<file path="config.mk">
export PLATFORM = sky130hd
export DESIGN_NAME = pdr_pll_readback
export DESIGN_NICKNAME = d
export VERILOG_FILES = /design/src/pdr_pll_readback.v
export VERILOG_INCLUDE_DIRS = /design/src
export SDC_FILE = /design/constraint.sdc
export NUM_CORES = 1
export LEC_CHECK = 0
export BUFFER_PORTS_ARGS = -buffer_cell sky130_fd_sc_hd__buf_2
export CAP_MARGIN = 20
export CORE_ASPECT_RATIO = 0.6
export CORE_MARGIN = 2
export CORE_UTILIZATION = 45
export CTS_CLUSTER_SIZE = 24
export DETAILED_ROUTE_END_ITERATION = 10
export PLACE_DENSITY_LB_ADDON = 0.3
export SLEW_MARGIN = 40
export SYNTH_ARGS = -nofsm -noshare
export SYNTH_HDL_FRONTEND = slang
export SYNTH_SLANG_ARGS = --single-unit
</file>
<file path="constraint.sdc">
create_clock -name clk -period 1.6 [get_ports clk]
set_input_delay 0.32 -clock clk [delete_from_list [all_inputs] [get_ports clk]]
set_output_delay 0.32 -clock clk [all_outputs]
set_load 0.05 [all_outputs]
</file>
<file path="src/pdr_defines.vh">
// constants for the pll divider readback register bank
// assumes a byte-wide register port with 8-bit addresses
`ifndef PDR_DEFINES_VH
`define PDR_DEFINES_VH
`define PDR_OFS_P       8'h60
`define PDR_OFS_J       8'h61
`define PDR_OFS_D_HIGH  8'h62
`define PDR_OFS_D_LOW   8'h63
`define PDR_OFS_R       8'h64
`define PDR_P_W         7
`define PDR_J_W         6
`define PDR_D_W         14
`define PDR_D_HIGH_W    6
`define PDR_R_W         4
`define PDR_D_MAX       14'h270F
`define PDR_J_ERR_CODE  6'h00
`define PDR_J_MIN       6'h01
`define PDR_J_MAX       6'h3f
`define PDR_D_MIN       14'h0000
`define PDR_RESET_BYTE  8'h00
`endif

</file>
<file path="src/pdr_pll_readback.v">
// pll divider readback registers: effective p, j, d and r monitors
// assumes reads arrive on a synchronous byte port; writes are accepted and dropped
// assumes both source sets are settled, synchronous levels
// the enable may switch at any edge; the next edge shows the new source
// d high and low are not captured together, so a changing d can tear
`include "pdr_defines.vh"
module pdr_pll_readback (
    // clock and reset
    input  wire        clk,
    input  wire        rst,
    // pll configuration source selection
    input  wire        clk_auto_set_en,
    input  wire [6:0]  auto_p,
    input  wire [5:0]  auto_j,
    input  wire [13:0] auto_d,
    input  wire [3:0]  auto_r,
    input  wire [6:0]  prog_p,
    input  wire [5:0]  prog_j,
    input  wire [13:0] prog_d,
    input  wire [3:0]  prog_r,
    // register port
    input  wire        reg_rd,
    input  wire        reg_wr,
    input  wire [7:0]  reg_addr,
    input  wire [7:0]  reg_wdata,
    output reg  [7:0]  reg_rdata,
    output reg         reg_rvalid,
    // decoded status for the clock generator
    output reg         j_error,
    output reg         d_error
);
    // selected source, before the monitor flops
    reg  [6:0]  p_next;
    reg  [5:0]  j_next;
    reg  [13:0] d_next;
    reg  [3:0]  r_next;
    // monitor flops, one per field
    wire [6:0]  pll_prediv_monitor;
    wire [5:0]  pll_int_factor_monitor;
    wire [13:0] pll_frac_factor_monitor;
    wire [3:0]  pll_post_factor_monitor;
    // error decode of the selected source
    wire        j_bad;
    wire        d_bad;
    // read path
    wire        rd_take;
    wire [7:0]  img_p;
    wire [7:0]  img_j;
    wire [7:0]  img_d_high;
    wire [7:0]  img_d_low;
    wire [7:0]  img_r;
    reg  [7:0]  rdata_next;

    // source selection follows the enable level every cycle, no handover delay
    always @* begin
        if (clk_auto_set_en) begin
            p_next = auto_p;
            j_next = auto_j;
            d_next = auto_d;
            r_next = auto_r;
        end else begin
            p_next = prog_p;
            j_next = prog_j;
            d_next = prog_d;
            r_next = prog_r;
        end
    end

    // pre-divider code, n stands for n+1
    pdr_field_hold #(
        .W (`PDR_P_W)
    ) u_hold_p (
        .clk (clk),
        .rst (rst),
        .d   (p_next),
        .q   (pll_prediv_monitor)
    );

    // integer factor code, zero is an error
    pdr_field_hold #(
        .W (`PDR_J_W)
    ) u_hold_j (
        .clk (clk),
        .rst (rst),
        .d   (j_next),
        .q   (pll_int_factor_monitor)
    );

    // fractional digits, kept as one 14-bit value
    pdr_field_hold #(
        .W (`PDR_D_W)
    ) u_hold_d (
        .clk (clk),
        .rst (rst),
        .d   (d_next),
        .q   (pll_frac_factor_monitor)
    );

    // post factor code, n stands for n+1
    pdr_field_hold #(
        .W (`PDR_R_W)
    ) u_hold_r (
        .clk (clk),
        .rst (rst),
        .d   (r_next),
        .q   (pll_post_factor_monitor)
    );

    // j below one is the error code
    pdr_range_check #(
        .W  (`PDR_J_W),
        .LO (`PDR_J_MIN),
        .HI (`PDR_J_MAX)
    ) u_check_j (
        .val (j_next),
        .bad (j_bad)
    );

    // d is still reported raw when above the decimal limit
    pdr_range_check #(
        .W  (`PDR_D_W),
        .LO (`PDR_D_MIN),
        .HI (`PDR_D_MAX)
    ) u_check_d (
        .val (d_next),
        .bad (d_bad)
    );

    // flags share the monitor lag so from the first edge after reset they describe the current monitor flops, not the held reg_rdata byte
    always @(posedge clk or posedge rst) begin
        if (rst) begin
            j_error <= 1'b0;
            d_error <= 1'b0;
        end else begin
            j_error <= j_bad;
            d_error <= d_bad;
        end
    end

    // byte images with reserved bits forced low
    assign img_p      = {1'b0, pll_prediv_monitor};
    assign img_j      = {2'b00, pll_int_factor_monitor};
    assign img_d_high = {2'b00, pll_frac_factor_monitor[13:8]};
    assign img_d_low  = pll_frac_factor_monitor[7:0];
    assign img_r      = {4'h0, pll_post_factor_monitor};
    // a read with the write strobe high is dropped as a whole
    assign rd_take    = reg_rd & ~reg_wr;

    // unmapped addresses and reserved bits read zero; writes never reach state
    always @* begin
        rdata_next = `PDR_RESET_BYTE;
        case (reg_addr)
            `PDR_OFS_P:      rdata_next = img_p;
            `PDR_OFS_J:      rdata_next = img_j;
            `PDR_OFS_D_HIGH: rdata_next = img_d_high;
            `PDR_OFS_D_LOW:  rdata_next = img_d_low;
            `PDR_OFS_R:      rdata_next = img_r;
            default:         rdata_next = `PDR_RESET_BYTE;
        endcase
    end

    // j.d times r is reported as raw fields; software forms the product
    always @(posedge clk or posedge rst) begin
        if (rst) begin
            reg_rdata <= `PDR_RESET_BYTE;
        end else if (rd_take) begin
            reg_rdata <= rdata_next;
        end
    end

    // valid is a one-cycle pulse per accepted read
    always @(posedge clk or posedge rst) begin
        if (rst) begin
            reg_rvalid <= 1'b0;
        end else begin
            reg_rvalid <= rd_take;
        end
    end
endmodule

// one monitor field: a reset-to-zero register that reloads every cycle
// assumes the source value is settled before each rising edge
module pdr_field_hold #(
    parameter W = 8
) (
    // clock and reset
    input  wire         clk,
    input  wire         rst,
    // selected source value
    input  wire [W-1:0] d,
    // monitored value
    output reg  [W-1:0] q
);
    // no write path exists, so software can never disturb q
    always @(posedge clk or posedge rst) begin
        if (rst) begin
            q <= {W{1'b0}};
        end else begin
            q <= d;
        end
    end
endmodule

// range decode: flags a code below lo or above hi
// assumes lo is not above hi; purely combinational
module pdr_range_check #(
    parameter         W  = 8,
    parameter [W-1:0] LO = {W{1'b0}},
    parameter [W-1:0] HI = {W{1'b1}}
) (
    // code under test
    input  wire [W-1:0] val,
    // out-of-range indication
    output wire         bad
);
    assign bad = (val < LO) | (val > HI);
endmodule

</file>
==> results.json <==
{
  "outcome": "finished clean",
  "drv_slew": 0,
  "grt_pass1_vias": 1296,
  "grt_use_total_pct": 18.9,
  "cts_max_path_buffers": 2,
  "post-route-period-util_pct": 81.5,
  "busiest_layer": "met2",
  "drc": 0,
  "worstMarginPinSlew_ns": 0.557,
  "netlist_top_cells_area": "dfrtp_1 (57%), mux2_2 (17%), mux4_2 (7.4%), mux2_4 (3.3%), inv_1 (2.5%)",
  "slew-limit-headroom_pct": 62.6,
  "vias": 1345,
  "syn_area_per_cell_um2": 14.1,
  "use_met2_pct": 28.2,
  "cts.clk_slew.worst_paths_ns": 0.08,
  "setup_viol": 0,
  "crit_fanout": 7,
  "crit_path_end_kind": "flip-flop",
  "p_leak_nw": 1.24,
  "synth-seq-cells": 42,
  "cts.hold.buffers_added": 0,
  "htreeDepth": 2,
  "crit_chain": "buf_2 > buf_4 > mux2_2 > nor4_1 > o21ai_1",
  "synth_area_mm2": 0.00184,
  "cts_root_buf": "clkbuf_8",
  "cts_resized": 0,
  "mostFrequentLayoutCells": "buf_2 (85), dfrtp_1 (42), mux2_2 (27)",
  "required_ns": 1.78,
  "fp.dieW_um": 86.5,
  "finish.instance_area_mm2": 0.00247,
  "syn_to_final_growth_pct": 34.2,
  "port_buffers": 85,
  "fin_total_pwr_mw": 2.30,
  "dieArea_mm2": 0.00463,
  "gr-total-overflow": 0,
  "placed_cell_area_mm2": 0.00236,
  "netlist.top_cell.by_area": "dfrtp_1",
  "period_minus_slack_ns": 1.30,
  "yosysWarnings": 0,
  "power.density_mw_per_mm2": 930,
  "seq_area_mm2": 0.00105,
  "syn_inst": 130,
  "start_util_pct": 48.5,
  "numCtsBuffers": 5,
  "hp-class": "input pin to async pin",
  "use_met3_pct": 4.99,
  "ioPinCount": 94,
  "maxCapViolCount": 0,
  "drtIter0Drc": 28,
  "fp.dieH_um": 53.5,
  "cts_sinks": 42,
  "fin_nets": 306,
  "antenna_left": 0,
  "drive_above_1_share_pct": 61.6,
  "stdcell_count": 271,
  "crit_type": "input pin to flip-flop",
  "insertedDiodeCount": 0,
  "skew_ns": 0.00431,
  "syn_nets": 213,
  "grt_util_met1_pct": 26.3,
  "synth.yosys.seq_area_share_pct": 57.2,
  "antenna_found_initial": 0,
  "n_fill_cell": 302,
  "cts_tree": "done",
  "multiInputGateArea_um2": 701,
  "grt_max_degree": 29,
  "routed_wl_mm": 3.90,
  "placed_cells": 263,
  "grt_first_pass_wirelength_mm": 6.24,
  "fmax_mhz": 767,
  "synth_top_area_share_pct": 57.2,
  "cpPeakStageDelay_ns": 0.35,
  "gp_congestion": 0.774,
  "row_count": 17,
  "crit_slowest_cell": "mux2_2",
  "drt_first_pass_iters": 4,
  "fin_util_pct": 65.2,
  "rsz0062_at_grt": "false",
  "post_cts.repair.setup_buffers": 0,
  "avgViaCountPerCell": 4.96,
  "wl_per_cell_um": 14.4,
  "startpoint_type": "input pin",
  "hpwl_mm": 3.11,
  "vdd_drop_max_mv": 0.583,
  "worstPathArrival_ns": 1.48,
  "final_common_cell": "buf_2",
  "hold_viol": 0,
  "core_mm2": 0.00379,
  "clock_latency_ns": 0.29,
  "synth.distinct_cells": 22
}
[cell families (layout without fill, tap and decap cells)]
kind of cell,Yosys count,count (layout),share of synthesized area (%)
muxes,37,37,27.2
and+or+nand+nor,22,22,6.94
AOI/OAI and AO/OA,11,11,4.02
DFF,42,42,57.2
buffers and inverters,18,112,4.70
[synthesized netlist by cell type]
cell	number
a31oi_1	1
buf_2	3
buf_4	2
buf_6	1
dfrtp_1	42
inv_1	12
mux2_2	27
mux2_4	4
mux4_2	6
nand2_1	9
nand2b_1	1
nand3_1	1
nand4_1	3
nor2b_1	1
nor3b_1	2
nor3b_2	1
nor4_1	2
nor4b_1	2
o21ai_0	4
o21ai_1	1
o221ai_1	4
o31ai_1	1
[where the power goes]
group	internal, mW	switching [mW]
combinational	0.187	0.151
clock	0.459	0.355
sequential	1.13	0.0186
[sequential cells by signal, summed over array words and instances, names as in the netlist]
signal and flops:
d_error 1, j_error 1, reg_rdata 8, reg_rvalid 1, u_hold_d.q 14, u_hold_j.q 6
u_hold_p.q 7, u_hold_r.q 4
[area by class of cell]
type,instances,area share (%)
Sequential cell,42,42.6
Clock inverter,3,1.62
Multi-Input combinational cell,70,28.4
Clock buffer,5,2.79
Inverter,12,1.83
Tap cell,47,2.38
Timing Repair Buffer,92,20.4
[worst paths after layout]
kind / from / end / slack [ns] / cells after the start
setup / recovery: clk_auto_set_en / d_error$_DFF_PP0_ / 0.30 / 5
max in group asynchronous: rst / u_hold_d.q[0]$_DFF_PP0_ / 1.13 / 3
min in group clk: prog_p[2] / u_hold_p.q[2]$_DFF_PP0_ / 0.25 / 2
hold reg to reg: reg_rdata[4]$_DFFE_PP0P_ / reg_rdata[4]$_DFFE_PP0P_ / 0.49 / 2
hold / removal: rst / reg_rdata[7]$_DFFE_PP0P_ / 0.002 / 2
setup reg to reg: u_hold_d.q[2]$_DFF_PP0_ / reg_rdata[2]$_DFFE_PP0P_ / 0.43 / 3
[through the flow]
step | TNS (ns) | hold slack (ns) | setup WS, ns
finish | 0 | 0.00199 | 0.295
global route | 0 | 0.0213 | 0.282
CTS | 0 | 0.0107 | 0.318
detailed placement | -0.00173 | 0.327 | -0.00173
global placement | 0 | 0.329 | 0.0498
floorplan | 0 | 0.470 | 0.306
[routing by layer]
layer	wire (um)	share of wire (%)	up-vias
met4	72	1.8	0
met3	257	6.6	7
met5	0	0	-
li1	-	-	652
met1	1810	46	636
met2	1760	45	50
[critical path, delay by kind of cell]
family                 cells  cell delay (ns)
AO/OA/AOI/OAI              1             0.11
buffers and inverters      2             0.36
multiplexers               1             0.35
AND/OR/NAND/NOR            1             0.33
(Power assumes the default switching activity.)
